### src/logic/vmsw_defs.vh
/*
  Constants for the VME master write swap and ownership block: register
  offsets, field positions, reset values, encodings and timing counts.
  Assumes a 50 MHz clock and a 32-bit classic Wishbone register bus.
*/
`ifndef VMSW_DEFS_VH
`define VMSW_DEFS_VH

// Register byte offsets
`define VMSW_ADDR_MCTL 6'h00
`define VMSW_ADDR_SCOMM 6'h04
`define VMSW_ADDR_STAT 6'h08
`define VMSW_ADDR_ISTS 6'h0c
`define VMSW_ADDR_IMSK 6'h10
`define VMSW_ADDR_XCNT 6'h14

// Master control fields
`define VMSW_MCTL_OWN 0
`define VMSW_MCTL_WID_LO 1
`define VMSW_MCTL_WID_HI 2
`define VMSW_MCTL_RST 3'h4

// System communication fields
`define VMSW_SCOMM_MSE 0
`define VMSW_SCOMM_SSE 1
`define VMSW_SCOMM_RST 2'h0

// Interrupt status and mask bits
`define VMSW_INT_OWN 0
`define VMSW_INT_BERR 1
`define VMSW_INT_DONE 2
`define VMSW_IMSK_RST 3'h0

// Transfer sizes
`define VMSW_SZ_BYTE 2'h0
`define VMSW_SZ_WORD 2'h1
`define VMSW_SZ_LONG 2'h2

// Request kinds
`define VMSW_K_PWR 2'h0
`define VMSW_K_PRD 2'h1
`define VMSW_K_SLV 2'h2
`define VMSW_K_DMA 2'h3

// Timing
`define VMSW_CLK_NS 20
`define VMSW_STALL_NS 20000
`define VMSW_STALL_CYC (`VMSW_STALL_NS / `VMSW_CLK_NS)

`endif

### src/logic/vmsw_top.v
/*
  VME master write path with size-based swapping and width splitting,
  bus ownership handshake, Wishbone register slave and interrupt.
  Assumes all inputs synchronous to clk_i; the VME side answers each
  transfer with a one-cycle ack or bus-error pulse.
  Software owns the bus before master writes; the block does not
  check ownership before issuing them.
*/
`timescale 1ns/100ps
`include "vmsw_defs.vh"

module vmsw_top (
  input wire clk_i,
  input wire rst_i,
  // Wishbone slave
  input wire wb_cyc_i,
  input wire wb_stb_i,
  input wire wb_we_i,
  input wire [5:0] wb_adr_i,
  input wire [3:0] wb_sel_i,
  input wire [31:0] wb_dat_i,
  output reg [31:0] wb_dat_o,
  output reg wb_ack_o,
  // Local access request
  input wire req_valid_i,
  input wire [1:0] req_kind_i,
  input wire [31:0] req_addr_i,
  input wire [3:0] req_be_i,
  input wire [31:0] req_data_i,
  output reg req_ready_o,
  // VME transfer side
  output reg vme_valid_o,
  output reg vme_write_o,
  output reg [31:0] vme_addr_o,
  output reg [1:0] vme_size_o,
  output reg [3:0] vme_be_o,
  output reg [31:0] vme_data_o,
  input wire vme_ack_i,
  input wire vme_berr_i,
  output reg vme_berr_o,
  // VME bus ownership
  output reg vme_breq_o,
  input wire vme_bgrant_i,
  output reg vme_bbsy_o,
  // Interrupt
  output reg irq_o
);

  //////////////////////////////////////////////////////////////////////////
  // Declarations

  // Sequencer states
  localparam ST_IDLE = 2'h0;
  localparam ST_LOAD = 2'h1;
  localparam ST_WAIT = 2'h2;
  // Stall limit in clock cycles, cut to the counter width
  localparam integer STALL_CYC = `VMSW_STALL_CYC;
  localparam [9:0] STALL_LIM = STALL_CYC[9:0];

  // Software visible registers
  reg [2:0] mctl_reg;
  reg [1:0] scomm_reg;
  reg [2:0] ists_reg;
  reg [2:0] ists_next;
  reg [2:0] imsk_reg;
  reg [15:0] xcnt_reg;
  // Sequencer and current request
  reg [1:0] state_reg;
  reg [1:0] kind_reg;
  reg [31:0] base_reg;
  reg [3:0] rem_reg;
  reg [31:0] data_reg;
  reg [9:0] stall_reg;
  reg own_ack_reg;
  // Chunk decode scratch
  reg [3:0] chunk;
  reg [1:0] csize;
  reg [1:0] coff;
  reg [1:0] lim;
  reg [31:0] cdata;
  reg [31:0] rd_next;
  // Swap result and decoded strobes
  wire [31:0] sw_data;
  wire sw_en;
  wire wr_req;
  wire own_grant;
  wire xfer_ok;
  wire xfer_fail;

  //////////////////////////////////////////////////////////////////////////
  // Register write decode

  // Write lands on the edge where the master samples ack
  // Only byte lane 0 carries fields, so sel[0] gates every write
  assign wr_req = wb_cyc_i & wb_stb_i & wb_we_i & wb_ack_o & wb_sel_i[0];

  // Ownership granted while requested
  // Grant alone does nothing unless software asked for the bus
  assign own_grant = mctl_reg[`VMSW_MCTL_OWN] & vme_bgrant_i;

  // End of the current VME transfer
  // A stall at the limit counts as a failure even if ack comes late
  assign xfer_ok = (state_reg == ST_WAIT) & vme_ack_i & ~vme_berr_i;
  assign xfer_fail = (state_reg == ST_WAIT) & (vme_berr_i | (stall_reg == STALL_LIM));

  //////////////////////////////////////////////////////////////////////////
  // Chunk selection

  // Width limit: only processor writes use the programmed width
  // Merged host writes are cut back to this size, so the swap sees
  // the size software meant; other kinds keep their natural size
  always @* begin
    if (kind_reg == `VMSW_K_PWR) begin
      lim = mctl_reg[`VMSW_MCTL_WID_HI:`VMSW_MCTL_WID_LO];
    end else begin
      lim = `VMSW_SZ_LONG;
    end
  end

  // Lowest remaining lanes, no wider than the limit; natural alignment
  // No misaligned word is formed: three lanes go out as a word and a byte, or as three bytes at byte width, lowest lane first
  always @* begin
    chunk = 4'h0;
    csize = `VMSW_SZ_BYTE;
    coff = 2'h0;
    if (lim == `VMSW_SZ_LONG && rem_reg == 4'hf) begin
      chunk = 4'hf;
      csize = `VMSW_SZ_LONG;
    end else if (lim != `VMSW_SZ_BYTE && rem_reg[1:0] == 2'h3) begin
      chunk = 4'h3;
      csize = `VMSW_SZ_WORD;
    end else if (rem_reg[0]) begin
      chunk = 4'h1;
    end else if (rem_reg[1]) begin
      chunk = 4'h2;
      coff = 2'h1;
    end else if (lim != `VMSW_SZ_BYTE && rem_reg[3:2] == 2'h3) begin
      chunk = 4'hc;
      csize = `VMSW_SZ_WORD;
      coff = 2'h2;
    end else if (rem_reg[2]) begin
      chunk = 4'h4;
      coff = 2'h2;
    end else if (rem_reg[3]) begin
      chunk = 4'h8;
      coff = 2'h3;
    end
  end

  // Lanes outside the chunk are zeroed before the swap
  // Keeps bytes of merged data off lanes the chunk does not own
  always @* begin
    cdata = data_reg & {{8{chunk[3]}}, {8{chunk[2]}}, {8{chunk[1]}}, {8{chunk[0]}}};
  end

  // Master enable for local paths, slave enable for slave accesses
  // Independent enables let one direction run unswapped
  assign sw_en = (kind_reg == `VMSW_K_SLV) ? scomm_reg[`VMSW_SCOMM_SSE] :
    scomm_reg[`VMSW_SCOMM_MSE];

  vmsw_swap u_swap (
    .en_i(sw_en),
    .size_i(csize),
    .data_i(cdata),
    .data_o(sw_data)
  );

  //////////////////////////////////////////////////////////////////////////
  // Transfer sequencer

  // Accept request, issue chunks one by one, abort on bus error
  // One transfer in flight; an error drops what is left, as the far
  // bus has no retry. The stall count ends a transfer never answered.
  always @(posedge clk_i) begin
    if (rst_i) begin
      state_reg <= ST_IDLE;
      kind_reg <= `VMSW_K_PWR;
      base_reg <= 32'h0;
      rem_reg <= 4'h0;
      data_reg <= 32'h0;
      stall_reg <= 10'h0;
      req_ready_o <= 1'b0;
      vme_valid_o <= 1'b0;
      vme_write_o <= 1'b0;
      vme_addr_o <= 32'h0;
      vme_size_o <= `VMSW_SZ_BYTE;
      vme_be_o <= 4'h0;
      vme_data_o <= 32'h0;
      vme_berr_o <= 1'b0;
      xcnt_reg <= 16'h0;
    end else begin
      vme_berr_o <= 1'b0;
      case (state_reg)
        ST_IDLE: begin
          req_ready_o <= 1'b1;
          if (req_valid_i && req_ready_o) begin
            req_ready_o <= 1'b0;
            kind_reg <= req_kind_i;
            base_reg <= {req_addr_i[31:2], 2'h0};
            rem_reg <= req_be_i;
            data_reg <= req_data_i;
            if (req_be_i != 4'h0) begin
              state_reg <= ST_LOAD;
            end
          end
        end
        ST_LOAD: begin
          vme_valid_o <= 1'b1;
          vme_write_o <= (kind_reg != `VMSW_K_PRD);
          vme_addr_o <= {base_reg[31:2], coff};
          vme_size_o <= csize;
          vme_be_o <= chunk;
          vme_data_o <= sw_data;
          rem_reg <= rem_reg & ~chunk;
          stall_reg <= 10'h0;
          state_reg <= ST_WAIT;
        end
        ST_WAIT: begin
          stall_reg <= stall_reg + 10'h1;
          if (xfer_fail) begin
            vme_valid_o <= 1'b0;
            vme_berr_o <= 1'b1;
            rem_reg <= 4'h0;
            state_reg <= ST_IDLE;
          end else if (xfer_ok) begin
            vme_valid_o <= 1'b0;
            xcnt_reg <= xcnt_reg + 16'h1;
            if (rem_reg == 4'h0) begin
              state_reg <= ST_IDLE;
            end else begin
              state_reg <= ST_LOAD;
            end
          end
        end
        default: begin
          state_reg <= ST_IDLE;
        end
      endcase
    end
  end

  //////////////////////////////////////////////////////////////////////////
  // Bus ownership

  // Request until granted, then hold the bus while requested
  // Busy keeps other masters off until software clears the request bit
  always @(posedge clk_i) begin
    if (rst_i) begin
      own_ack_reg <= 1'b0;
      vme_breq_o <= 1'b0;
      vme_bbsy_o <= 1'b0;
    end else begin
      own_ack_reg <= own_grant;
      vme_breq_o <= mctl_reg[`VMSW_MCTL_OWN] & ~own_grant;
      vme_bbsy_o <= own_grant;
    end
  end

  //////////////////////////////////////////////////////////////////////////
  // Control registers

  // Master control and swap enables
  // Width field changes apply from the next chunk loaded
  always @(posedge clk_i) begin
    if (rst_i) begin
      mctl_reg <= `VMSW_MCTL_RST;
      scomm_reg <= `VMSW_SCOMM_RST;
      imsk_reg <= `VMSW_IMSK_RST;
    end else if (wr_req) begin
      if (wb_adr_i == `VMSW_ADDR_MCTL) begin
        mctl_reg <= wb_dat_i[2:0];
      end
      if (wb_adr_i == `VMSW_ADDR_SCOMM) begin
        scomm_reg <= wb_dat_i[1:0];
      end
      if (wb_adr_i == `VMSW_ADDR_IMSK) begin
        imsk_reg <= wb_dat_i[2:0];
      end
    end
  end

  //////////////////////////////////////////////////////////////////////////
  // Interrupt status

  // Sticky events, write one to clear, set wins over clear
  // so an event that meets its own clear is not lost; ownership
  // counts only on the cycle the grant is first seen
  always @* begin
    ists_next = ists_reg;
    if (wr_req && wb_adr_i == `VMSW_ADDR_ISTS) begin
      ists_next = ists_reg & ~wb_dat_i[2:0];
    end
    if (own_grant && !own_ack_reg) begin
      ists_next[`VMSW_INT_OWN] = 1'b1;
    end
    if (xfer_fail) begin
      ists_next[`VMSW_INT_BERR] = 1'b1;
    end
    if (xfer_ok && rem_reg == 4'h0) begin
      ists_next[`VMSW_INT_DONE] = 1'b1;
    end
  end

  // Status and level interrupt
  // Interrupt follows the next status, one edge after the event
  always @(posedge clk_i) begin
    if (rst_i) begin
      ists_reg <= 3'h0;
      irq_o <= 1'b0;
    end else begin
      ists_reg <= ists_next;
      irq_o <= |(ists_next & imsk_reg);
    end
  end

  //////////////////////////////////////////////////////////////////////////
  // Wishbone read and ack

  // Read mux; unmapped offsets read zero
  // Reads have no side effects; clearing needs an explicit write
  always @* begin
    case (wb_adr_i)
      `VMSW_ADDR_MCTL: rd_next = {29'h0, mctl_reg};
      `VMSW_ADDR_SCOMM: rd_next = {30'h0, scomm_reg};
      `VMSW_ADDR_STAT: rd_next = {29'h0, (state_reg != ST_IDLE), vme_bbsy_o, own_ack_reg};
      `VMSW_ADDR_ISTS: rd_next = {29'h0, ists_reg};
      `VMSW_ADDR_IMSK: rd_next = {29'h0, imsk_reg};
      `VMSW_ADDR_XCNT: rd_next = {16'h0, xcnt_reg};
      default: rd_next = 32'h0;
    endcase
  end

  // One-cycle ack after each request, dropped the next cycle
  // A strobe still high in the ack cycle is not answered twice
  always @(posedge clk_i) begin
    if (rst_i) begin
      wb_ack_o <= 1'b0;
      wb_dat_o <= 32'h0;
    end else begin
      wb_ack_o <= wb_cyc_i & wb_stb_i & ~wb_ack_o;
      if (wb_cyc_i && wb_stb_i && !wb_ack_o) begin
        wb_dat_o <= rd_next;
      end
    end
  end

endmodule // vmsw_top

### src/logic/vmsw_swap.v
/*
  Size-based byte lane swapper for one transfer direction.
  Assumes data is already placed on its little-endian byte lanes.
*/
`timescale 1ns/100ps
`include "vmsw_defs.vh"

module vmsw_swap (
  input wire en_i,
  input wire [1:0] size_i,
  input wire [31:0] data_i,
  output reg [31:0] data_o
);

  // Select swap pattern from transfer size
  always @* begin
    data_o = data_i;
    if (en_i) begin
      case (size_i)
        `VMSW_SZ_LONG: begin
          data_o = {data_i[7:0], data_i[15:8], data_i[23:16], data_i[31:24]};
        end
        `VMSW_SZ_WORD: begin
          data_o = {data_i[23:16], data_i[31:24], data_i[7:0], data_i[15:8]};
        end
        default: begin
          data_o = data_i;
        end
      endcase
    end
  end

endmodule // vmsw_swap

### config.mk
export PLATFORM = sky130hd
export DESIGN_NAME = vmsw_top
export DESIGN_NICKNAME = d
export VERILOG_FILES = /design/src/logic/vmsw_top.v /design/src/logic/vmsw_swap.v
export VERILOG_INCLUDE_DIRS = /design/src /design/src/logic
export SDC_FILE = /design/constraint.sdc
export NUM_CORES = 1
export LEC_CHECK = 0
export BUFFER_PORTS_ARGS = -buffer_cell sky130_fd_sc_hd__clkbuf_2
export CAP_MARGIN = 30
export CORE_UTILIZATION = 57
export CTS_CLUSTER_SIZE = 40
export DETAILED_ROUTE_END_ITERATION = 7
export HOLD_SLACK_MARGIN = 0.02
export PLACE_DENSITY = 0.85
export SLEW_MARGIN = 15
export SYNTH_ARGS = -nofsm -noshare
export SYNTH_HDL_FRONTEND = slang
export SYNTH_SLANG_ARGS = --single-unit
### constraint.sdc
create_clock -name clk_i -period 2.85 [get_ports clk_i]
set_input_delay 0 -clock clk_i [delete_from_list [all_inputs] [get_ports clk_i]]
set_output_delay 0 -clock clk_i [all_outputs]
set_load 0.01 [all_outputs]
# ---- After elaboration in Yosys (flattened, before gate mapping)
# Index checks and enable logic that the tools add are counted.
# W data, S select, Z words.
dict set report totals {
  word_cells 141
  in_bits 121
  output_inout_bits 110
  register_bits 217
}
dict set report classes {
  n_eq_ne 20
  muxes 43
  n_addsub 2
  reduce_logical 30
  n_bitwise 22
}
# operator count
set op_table {}
lappend op_table {{$pmux W16 S6} 1}
lappend op_table {{$pmux W32 S2} 1}
lappend op_table {{$mux W4} 9}
lappend op_table {{$and A32 B32 Y32} 1}
lappend op_table {{$mux W32} 1}
lappend op_table {{$mux W2} 13}
lappend op_table {{$pmux W10 S2} 1}
lappend op_table {{$add A16 B1 Y16 const B} 1}
lappend op_table {{$mux W1} 13}
lappend op_table {{$eq A2 B2 Y1 const B} 6}
lappend op_table {{$eq A6 B4 Y1 const B} 2}
lappend op_table {{$eq A6 B5 Y1 const B} 2}
lappend op_table {{$pmux W4 S3} 1}
lappend op_table {{$add A10 B1 Y10 const B} 1}
lappend op_table {{$and A1 B1 Y1} 10}
lappend op_table {{$eq A10 B10 Y1 const B} 1}
lappend op_table {{$reduce_and A2 Y1} 5}
lappend op_table {{$logic_and A1 B1 Y1} 9}
lappend op_table {{$reduce_and A3 Y1} 3}
lappend op_table {{$and A3 B3 Y3} 2}
lappend op_table {{$eq A6 B3 Y1 const B} 1}
lappend op_table {{$logic_not A6 Y1} 1}
lappend op_table {{$ne A2 B2 Y1 const B} 3}
lappend op_table {{$pmux W2 S3} 1}
lappend op_table {{other kinds (19)} 28}

# ---- Depth between registers and ports, before layout
# Gate-level depths: netlist (run 1).
dict set report depth {
  ltp_word 12
  ltp_mapped 8
  mapped_depth_nobuf 7
}

# ---- Cells and area by module
# A second synthesis (run 1) with hierarchy kept.
dict set report hier_totals {
  cells_unflattened 990
  hier_area_um2 8933.6
}
# mod area_each_um2 cells_each seq_area_each_um2 n_inst
set modules_own_cells {}
lappend modules_own_cells {vmsw_top 7995.2 911 4023.9 1}
lappend modules_own_cells {vmsw_swap 938.4 79 0.0 1}

# ---- Worst setup path before layout (run 1)
# No wires, ideal clock.
dict set report synth_path {
  path_kind {register to register}
  from {register kind_reg[0]}
  to {register vme_data_o[15]}
  synth_period_minus_slack_ns 1.793
  setup_time_ns 0.122
  setup_slack_ns 1.057
  path_stages_with_launch 8
  n_path_buf 2
  t_required_ns 2.728
  t_arrival_ns 1.671
  cell_sequence {dfxtp_1 or3_1 a32o_2 buf_6 buf_8 a22oi_2 nor2_1 a221o_1}
}
dict set report synth_via {
  elab_chain_len 12
  word_cells_on_any_way 24
  classes_between {eq/ne (4); mux (14); bitwise (1); reduce/logical (5)}
}
# item line
set synth_lines {}
lappend synth_lines {{from (decl)} vmsw_top.v:69} ;# reg [1:0] kind_reg;
lappend synth_lines {{from (signal assigned)} vmsw_top.v:177} ;# kind_reg <= `VMSW_K_PWR;
lappend synth_lines {{from (signal assigned)} vmsw_top.v:198} ;# kind_reg <= req_kind_i;
lappend synth_lines {{$logic_not A2 Y1 (no source line)} n/a}
lappend synth_lines {{$mux W2} vmsw_top.v:113} ;# if (kind_reg == `VMSW_K_PWR) begin
lappend synth_lines {{$reduce_bool A2 Y1 (no source line)} n/a}
lappend synth_lines {{$logic_and A1 B1 Y1} vmsw_top.v:137} ;# end else if (lim != `VMSW_SZ_BYTE && rem_reg[3:2] == 2'h3) begin
lappend synth_lines {{$mux W1 or $mux W4 (tied branches)} vmsw_top.v:137}
lappend synth_lines {{$mux W1 or $mux W4 (tied branches)} vmsw_top.v:134} ;# end else if (rem_reg[1]) begin
lappend synth_lines {{$mux W1 or $mux W4 (tied branches)} vmsw_top.v:132} ;# end else if (rem_reg[0]) begin
lappend synth_lines {{$mux W1 or $mux W4 (tied branches)} vmsw_top.v:129} ;# end else if (lim != `VMSW_SZ_BYTE && rem_reg[1:0] == 2'h3) begin
lappend synth_lines {{$mux W2 or $mux W4 (tied branches)} vmsw_top.v:126} ;# if (lim == `VMSW_SZ_LONG && rem_reg == 4'hf) begin
lappend synth_lines {{$eq A2 B1 Y1, or another cell as far along} vmsw_swap.v:19} ;# case (size_i)
lappend synth_lines {{$pmux W32 S2} vmsw_swap.v:19}
lappend synth_lines {{$mux W32 (*)} vmsw_swap.v:18} ;# if (en_i) begin
lappend synth_lines {{to (signal assigned)} vmsw_top.v:213} ;# vme_data_o <= sw_data;
lappend synth_lines {{to (decl)} vmsw_top.v:37} ;# output reg [31:0] vme_data_o,
# Mark *: on every way between the ends. The rest lies on a longest branch, timed or not.
# A chain may end at the register's enable or synchronous reset.

# ---- Worst setup path after layout (run 1)
dict set report layout_path {
  from {register wb_ack_o}
  to {register wb_dat_o[2]}
}
dict set report layout_via {
  elab_chain_len 2
}
# item line
set layout_lines {}
lappend layout_lines {{from (decl)} vmsw_top.v:23} ;# output reg wb_ack_o,
lappend layout_lines {{from (signal assigned)} vmsw_top.v:340} ;# wb_ack_o <= wb_cyc_i & wb_stb_i & ~wb_ack_o;
lappend layout_lines {{$logic_not A1 Y1} vmsw_top.v:341} ;# if (wb_cyc_i && wb_stb_i && !wb_ack_o) begin
lappend layout_lines {{$logic_and A1 B1 Y1} vmsw_top.v:341}
lappend layout_lines {{to (signal assigned)} vmsw_top.v:342} ;# wb_dat_o <= rd_next;
lappend layout_lines {{to (decl)} vmsw_top.v:22} ;# output reg [31:0] wb_dat_o,
# Every way passes these cells.

==> results of run 1 <==
==> power groups by stage <==
stage	Combinational, uW	Clock [uW]	Sequential (uW)
after floorplan	1180	0	3460
after global placement	1670	0	3470
after detailed placement	1700	0	3480
after CTS	1800	2700	3420
after global routing	2010	2830	3470
final	1840	2680	3440
==> cell type report <==
| class | count | area [um^2] |
|---|---|---|
| Fill cell | 990 | 3641 |
| Tap cell | 184 | 230.2 |
| Timing Repair Buffer | 274 | 1846 |
| Clock inverter | 6 | 55.05 |
| Inverter | 14 | 52.55 |
| Antenna cell | 2 | 5.005 |
| Sequential cell | 201 | 4024 |
| Multi-Input combinational cell | 737 | 4228 |
| Clock buffer | 29 | 618.1 |
==> cells in the mapped netlist (14+ instances only) <==
| cell | number |
|---|---|
| nand2_1 | 203 |
| a21oi_1 | 99 |
| nand3_1 | 14 |
| a22oi_1 | 22 |
| buf_4 | 19 |
| a311oi_1 | 16 |
| clkbuf_1 | 40 |
| dfxtp_1 | 201 |
| inv_1 | 14 |
| xor2_1 | 18 |
| mux2i_1 | 45 |
| nor2_1 | 121 |
==> through the flow <==
step | std cells | util (%) | total power, uW | worst slack (ns) | hold WS, ns
6_report | 1447 | 75.23 | 7962 | 0.4450 | 0.05233
2_1_floorplan | 1039 | - | 4633 | 1.057 | 0.07615
4_1_cts | 1445 | 75.20 | 7921 | 0.5084 | 0.03949
3_5_place_dp | 1327 | 64.96 | 5182 | 0.6050 | 0.2086
3_3_place_gp | 1327 | 64.96 | 5134 | 0.6406 | 0.1942
5_1_grt | 1446 | 75.21 | 8299 | 0.3480 | 0.09851
==> metal layers <==
layer,wire (um),up-vias
li1,-,3972
met1,10010,3918
met2,11600,451
met3,2247,88
met4,1119,0
met5,0,-
==> worst register-to-register path: cells and delay by family, from the launching register on <==
kind | cells | cell delay, ns
AO/OA/AOI/OAI | 1 | 0.14
flip-flops | 1 | 0.31
buffers and inverters | 2 | 1.19
AND/OR/NAND/NOR | 3 | 0.71
==> logic make-up (layout without fill, tap and decap cells) <==
group	Yosys count	in the layout
buffers and inverters	101	323
adder cells (fa/ha/maj)	7	7
AND/OR/NAND/NOR	412	412
multiplexers	47	47
other	1	18
AO/OA/AOI/OAI	232	232
XOR/XNOR	23	23
flip-flops	201	201
==> worst paths after layout <==
kind               start     endpoint  slack, ns  depth (start not counted)
min              wb_we_i  ists_reg[2]       0.05                          6
max reg2reg     wb_ack_o  wb_dat_o[2]       0.44                          6
min reg2reg  base_reg[3]  base_reg[3]       0.45                          2
max             wb_ack_o  wb_dat_o[2]       0.44                          6
==> timing repair <==
| action | in CTS | in global routing |
|---|---|---|
| hold buffers | 83 | 0 |
| gates resized for setup | 0 | 0 |
| endpoints found under the hold margin | 88 | 0 |
| setup buffers | 0 | 0 |
==> metrics.yaml, run 1 <==
status: "finished with violations"
violations: "DRC"
clock_latency_ns: 0.49
cp_cell_sequence: "or2_2, nor2_1, nand3_1, dlygate4sd3_1, o21ai_0, dlygate4sd3_1"
ys.flop_type: "dfxtp_1"
grt-ovfl-total: 0
cpPeakStageDelay_ns: 0.61
synth_area_leaders: "dfxtp_1 46%, nand2_1 8.7%, a21oi_1 5.7%, nor2_1 5.2%, mux2i_1 5.2%"
area_delta_synth_final_pct: 26.95
dieWidth_um: 125.6
crit_path_frequent_cell: "dlygate4sd3_1"
first_iter_violations: 1085
grt_pass1_wl_um: 39630
layout.nets: 1378
skew_ns: 0.009674
cts_max_level: 1
synth-simple-area-share_pct: 20.76
worst_pin_slew_ns: 0.9087
ys_ff_latch: 201
grt_pass1_vias: 8161
grt_use_met2_pct: 50.29
layout_min_cycle_time_ns: 2.405
postPlaceCellArea_um2: 9549
grtUsageTotal_pct: 30.75
gp_congestion: 0.9130
hp-class: "input pin to flop"
synth_edf_count: 0
gr-usage-met3_pct: 6.669
post-route-period-util_pct: 84.39
yosys.area.top_type: "dfxtp_1"
place_hpwl_um: 15060
p_sw_uw: 2480
synth_cells: 1024
cts_sinks: 201
antenna_found_initial: 1
synth_top_family_by_area: "simple AND/OR/NAND/NOR gates"
slew_violations: 0
rsz0062_at_grt: "false"
required_ns: 3.28
arrival_ns: 2.84
setup_viol: 0
postSynthAreaPerCell_um2: 8.507
cell_internal_pwr_uw: 5482
fmax_mhz: 415.8
wirelength_um: 24980
async_flop_share_pct: 0
start_util_pct: 59.26
path_clk_slew_ns: 0.06
cts_root_buf: "clkbuf_16"
use_met1_pct: 38.09
slew_headroom_pct: 39.42
core_um2: 14700
p_per_area_nw_per_um2: 720.0
clock_path_buffers: 3
muxShareOfSynthArea_pct: 5.458
worstSetupStartpointType: "flop"
drc: 24
seqPwrFrac_pct: 43.2
critPathKind: "flop to flop"
route.antenna.remaining_nets: 0
synth_top_cell_area_share_pct: 46.19
synthAdderAreaFrac_pct: 1.005
synth_compound_area_share_pct: 18.10
seq_area_frac_synth_pct: 46.19
post_drt_wl_per_cell_um: 17.26
synth.cell_area_um2: 8711
fin_area_um2: 11060
io_buffers: 180
critPathSlowestCell: "dlygate4sd3_1"
power_frac_clock_pct: 33.7
crit_buf_inv: 2
grt_max_degree: 118
cts_tree: "done"
comb_power_share_pct: 23.1
yosys_warnings: 0
drive_above_1_share_pct: 19.59
die-area_um2: 15780
num_io_pins: 231
swShare_pct: 31.15
cts_buffers: 22
cp_max_fo: 16
ir_drop_mv: 0.4125
dr.pass1.iters: 8
vias: 8429
layout_common_cells: "203 x nand2_1, 201 x dfxtp_1, 179 x clkbuf_2"
end_kind: "flop"
grt-busiest-layer: "met2"
yosysUniqueCellTypes: 71
vias_per_cell: 5.825
cap_violations: 0
setup-tns-final_ns: 0
synth_xor_xnor_area_share_pct: 2.313
fp.dieH_um: 125.6
final_common_cell: "nand2_1"
hold_viol: 0
rows: 44
path_delay_family: "buffers and inverters"
leakage_uw: 0.004439
(Power assumes the default switching activity.)
==> run 2, diff against run 1 <==
Settings changed: CORE_UTILIZATION 57 to 53, PLACE_DENSITY 0.85 to 0.8.
Clock period 2.85 ns to 2.5 ns, I/O delays scaled along.
==> run 2 against run 1 <==
  * The flow now finishes without violations
  * Setup slack got worse by 0.30 ns
  * Register-to-register slack got worse by 0.30 ns
  * Final cell count increased by 4.1%
  * Core utilization decreased by 3.4 points
==> metrics.yaml, run 2 (synthesis gave the netlist of run 1 again) <==
start_util_pct: 54.64
hp-start: "wb_adr_i[2]"
leakage_uw: 0.004638
reg2reg_from: "state_reg[1]"
die-area_um2: 16950
cts_buffers: 22
setup_viol: 0
finalNonFillerCells: 1507
drc: 0
layout_min_cycle_time_ns: 2.356
cap_violations: 0
cts_sinks: 201
regArea_um2: 4024
cp_cell_sequence: "inv_1, ha_1, and3_2, buf_12, nand2_1, a21oi_1, dlygate4sd3_1"
io_buffers: 180
dr.pass1.iters: 5
cp.depth: 7
drive_above_1_share_pct: 20.45
fp.dieH_um: 130.2
rr_endpoint: "base_reg[31]"
r2r_slack_ns: 0.14
required_ns: 2.94
timing.hold.ws_ns: 0.07290
cp_max_fo: 65
multiInputGateArea_um2: 4235
clock_latency_ns: 0.51
fmax_mhz: 424.5
hp-class: "input pin to flop"
slew_violations: 0
hold_viol: 0
cts_tree: "done"
end_kind: "flop"
worst_pin_slew_ns: 0.6554
path_delay_family: "buffers and inverters"
critPathKind: "flop to flop"
skew_ns: 0.02000
path_clk_slew_ns: 0.06
crit_start: "state_reg[1]"
fillCellCount: 1213
layout.nets: 1403
antenna_found_initial: 0
final_common_cell: "nand2_1"
route.antenna.remaining_nets: 0
post-place-cells: 1372
wirelength_um: 25620
rsz0062_at_grt: "false"
cts_max_level: 1
layout_common_cells: "203 x nand2_1, 201 x dfxtp_1, 179 x clkbuf_2"
status: "finished clean"
first_iter_violations: 741
cpPeakStageDelay_ns: 0.59
diodes: 0
core_um2: 15940
grt_pass1_vias: 7949
grt-ovfl-total: 0
ir_drop_mv: 0.7488
reg2regPathDepth: 7
p_per_area_nw_per_um2: 831.7
endpoint: "base_reg[31]"
vias_per_cell: 5.638
setup-tns-final_ns: 0
grtUsageTotal_pct: 29.80
slew_headroom_pct: 56.15
cts_root_buf: "clkbuf_16"
grt_pass1_wl_um: 40050
post-route-period-util_pct: 94.24
post_drt_wl_per_cell_um: 17.00
vias: 8496
place_hpwl_um: 15410
gp_congestion: 0.8890
area_delta_synth_final_pct: 31.46
rows: 46
num_io_pins: 231
crit_buf_inv: 3
critPathSlowestCell: "dlygate4sd3_1"
arrival_ns: 2.80
clock_path_buffers: 3
worstSetupStartpointType: "flop"
grt_max_degree: 78
post_cts_buffers: 0
dieWidth_um: 130.2
[run 2: cell count changes in the layout (fill, tap and decap cells not counted)]
cell	delta
clkinv_2	-1
buf_12	+4
nand3_2	-1
diode_2	-2
clkbuf_1	+2
clkbuf_8	+2
clkinv_8	+1
buf_4	+9
clkbuf_16	-1
bufinv_16	+2
dlygate4sd3_1	+11
nand3_4	+1
buf_6	+1
[run 2: timing repair]
item                                    in CTS  in global routing
hold endpoints to repair                   107                  0
endpoints found under the setup margin       0                  5
hold buffers                                94                  0
resized for setup                            0                  1
[run 2: layer usage]
metal / track usage [%] / part of all wire (%)
met5: 0 / 0
met4: 11.01 / 3.0
met3: 7.052 / 8.8
met2: 50.13 / 48
met1: 37.03 / 40
[run 2: through the flow]
stage	worst slack [ns]	total power [uW]	area [um^2]	utilization (%)
floorplan	0.7070	5282	8767	-
global placement	0.2367	5961	9737	61.07
detailed placement	0.1436	6021	9737	61.07
CTS	0.04812	9474	11430	71.71
global route	0.01037	9954	11450	71.83
finish	0.1441	9523	11450	71.83
[run 2: worst min-delay path by stage]
stage	to	slack, ns	cells past startpoint
3_3_place_gp	vme_breq_o	0.20	2
3_5_place_dp	vme_breq_o	0.21	2
5_1_grt	mctl_reg[0]	0.10	4
2_1_floorplan	vme_breq_o	0.08	1
4_1_cts	mctl_reg[0]	0.04	4
6_report	mctl_reg[0]	0.07	4
[run 2: layout make-up]
class	instances	share of cell area [%]
timing repair buffer	299	18.47
multi-input combinational	737	36.99
clock buffer	32	5.485
clock inverter	8	1.104
inverter	14	0.4589
sequential	201	35.14
tap	216	2.360
[run 2: where the power goes]
part	total, uW	internal [uW]	switching, uW
registers	3890	3570	318
clock network	3350	2060	1290
logic	2280	952	1330
total	9520	6580	2940
[run 2: worst min-delay path, stage by stage]
cell and delay [ns]:
clkbuf_2 0.20, nor3_1 0.15, nand3_1 0.10, a21oi_1 0.06
==> run 3, diff against run 2 <==
Settings changed: REMOVE_ABC_BUFFERS set to 1.
==> run 3 against run 2 <==
  * Cell area shrank 0.96%
  * Setup slack gained 0.030 ns
  * Fmax grew 1.3%
  * Critical path type unchanged
  * Critical endpoint is now data_reg[23]
==> metrics.yaml, run 3 (synthesis gave the netlist of run 1 again) <==
drc: 0
cp_cell_sequence: "inv_1, ha_1, and3_4, buf_12, nand2_1, a21oi_1, dlygate4sd3_1"
cpPeakStageDelay_ns: 0.57
power_frac_clock_pct: 34.6
wirelength_um: 23700
hp-class: "input pin to flop"
r2r_slack_ns: 0.17
fillCellCount: 1169
clock_path_buffers: 3
postPlaceCellArea_um2: 9664
seqPwrFrac_pct: 41.8
cts_sinks: 201
slew_violations: 0
post-route-period-util_pct: 93.04
area_delta_synth_final_pct: 30.19
rows: 46
fin_area_um2: 11340
path_delay_family: "buffers and inverters"
total_power_uw: 9268
fp.dieH_um: 130.2
crit_buf_inv: 3
setup-tns-final_ns: 0
rr_endpoint: "data_reg[23]"
hold_viol: 0
start_util_pct: 54.64
skew_ns: 0.008904
setup_viol: 0
cts_max_level: 1
fin_util_pct: 71.13
first_iter_violations: 488
fmax_mhz: 429.9
gp_congestion: 0.8396
comb_power_share_pct: 23.6
clock_latency_ns: 0.49
p_sw_uw: 2817
cp.depth: 7
vias: 8307
cts_tree: "done"
dr.pass1.iters: 5
core_um2: 15940
vias_per_cell: 5.534
critPathKind: "flop to flop"
endpoint: "data_reg[23]"
layout.nets: 1400
worst_pin_slew_ns: 0.7681
route.antenna.remaining_nets: 0
die-area_um2: 16950
end_kind: "flop"
worstSetupStartpointType: "flop"
cts_buffers: 21
p_per_area_nw_per_um2: 817.2
grtUsageTotal_pct: 27.71
drive_above_1_share_pct: 20.16
grt-ovfl-total: 0
num_io_pins: 231
arrival_ns: 2.76
leakage_uw: 0.004594
required_ns: 2.93
final_common_cell: "nand2_1"
critPathSlowestCell: "dlygate4sd3_1"
grt_pass1_vias: 7791
path_clk_slew_ns: 0.07
post_cts_buffers: 0
swShare_pct: 30.40
dieWidth_um: 130.2
reg2reg_from: "state_reg[1]"
crit_start: "state_reg[1]"
grt_max_degree: 67
status: "finished clean"
rsz0062_at_grt: "false"
ir_drop_mv: 0.6594
cell_internal_pwr_uw: 6450
reg2regPathDepth: 7
place_hpwl_um: 14330
cap_violations: 0
grt_pass1_wl_um: 37580
slew_headroom_pct: 48.60
post_drt_wl_per_cell_um: 15.79
layout_common_cells: "203 x nand2_1, 201 x dfxtp_1, 179 x clkbuf_2"
cts_root_buf: "clkbuf_16"
layout_min_cycle_time_ns: 2.326
diodes: 0
io_buffers: 180
antenna_found_initial: 0
cp_max_fo: 55
-- run 3: cell types whose count changed in the layout (fill, tap and decap cells not counted), sizes merged --
| cell | previous run | this run |
|---|---|---|
| clkinvlp | 0 | 2 |
| buf | 26 | 22 |
| clkinv | 5 | 3 |
| clkbuf | 211 | 207 |
| dlygate4sd3 | 94 | 96 |
-- run 3: tightest hold or removal path: cells and delay by family --
family | cells | cell delay [ns]
AND/OR/NAND/NOR | 2 | 0.37
buffers and inverters | 1 | 0.11
-- run 3: through the flow --
step / std cells / worst slack (ns) / hold slack [ns]
2_1_floorplan: 952 / -1.439 / 0.06907
3_3_place_gp: 1369 / 0.4715 / 0.2000
3_5_place_dp: 1369 / 0.4396 / 0.2033
4_1_cts: 1501 / 0.1146 / 0.07741
5_1_grt: 1501 / 0.01954 / 0.07586
6_report: 1501 / 0.1740 / 0.04610
-- run 3: how the worst min path moves through the flow --
| stage | cells past startpoint | endpoint | startpoint |
|---|---|---|---|
| floorplan | 1 | base_reg[10] | rst_i |
| global placement | 2 | vme_breq_o | vme_bgrant_i |
| detailed placement | 2 | vme_breq_o | vme_bgrant_i |
| CTS | 4 | mctl_reg[2] | wb_adr_i[2] |
| global route | 4 | base_reg[13] | req_valid_i |
| finish | 3 | req_ready_o | req_valid_i |
-- run 3: area by class of cell --
class	count	area, um^2	area share (%)
Multi-Input combinational cell	737	4232	37.31
Sequential cell	201	4024	35.48
Timing Repair Buffer	297	2051	18.08
Clock buffer	28	591.8	5.218
Tap cell	216	270.3	2.383
Clock inverter	8	120.1	1.059
Inverter	14	52.55	0.4634
-- run 3: power groups by stage --
stage / clock network, uW / logic [uW] / registers (uW)
after floorplan: 0 / 1230 / 3960
final: 3210 / 2180 / 3870
after CTS: 3260 / 2150 / 3870
after global routing: 3380 / 2390 / 3920
after detailed placement: 0 / 2010 / 3930
after global placement: 0 / 1980 / 3920
-- run 3: per-layer routing --
metal  wire length, um  GRT usage [%]  vias to the layer above  part of all wire (%)
li1                  -              -                     4020                     -
met1              9724          33.61                     3904                    41
met2             11480          47.87                      314                    48
met3              1649          5.412                       69                   7.0
met4               839          11.56                        0                   3.5
met5                 0              0                        -                     0
-- run 3: what timing repair did --
action                     CTS  global route
hold buffers                96             0
resized for setup            0             1
hold endpoints to repair   100             0
setup endpoints to repair    0            12
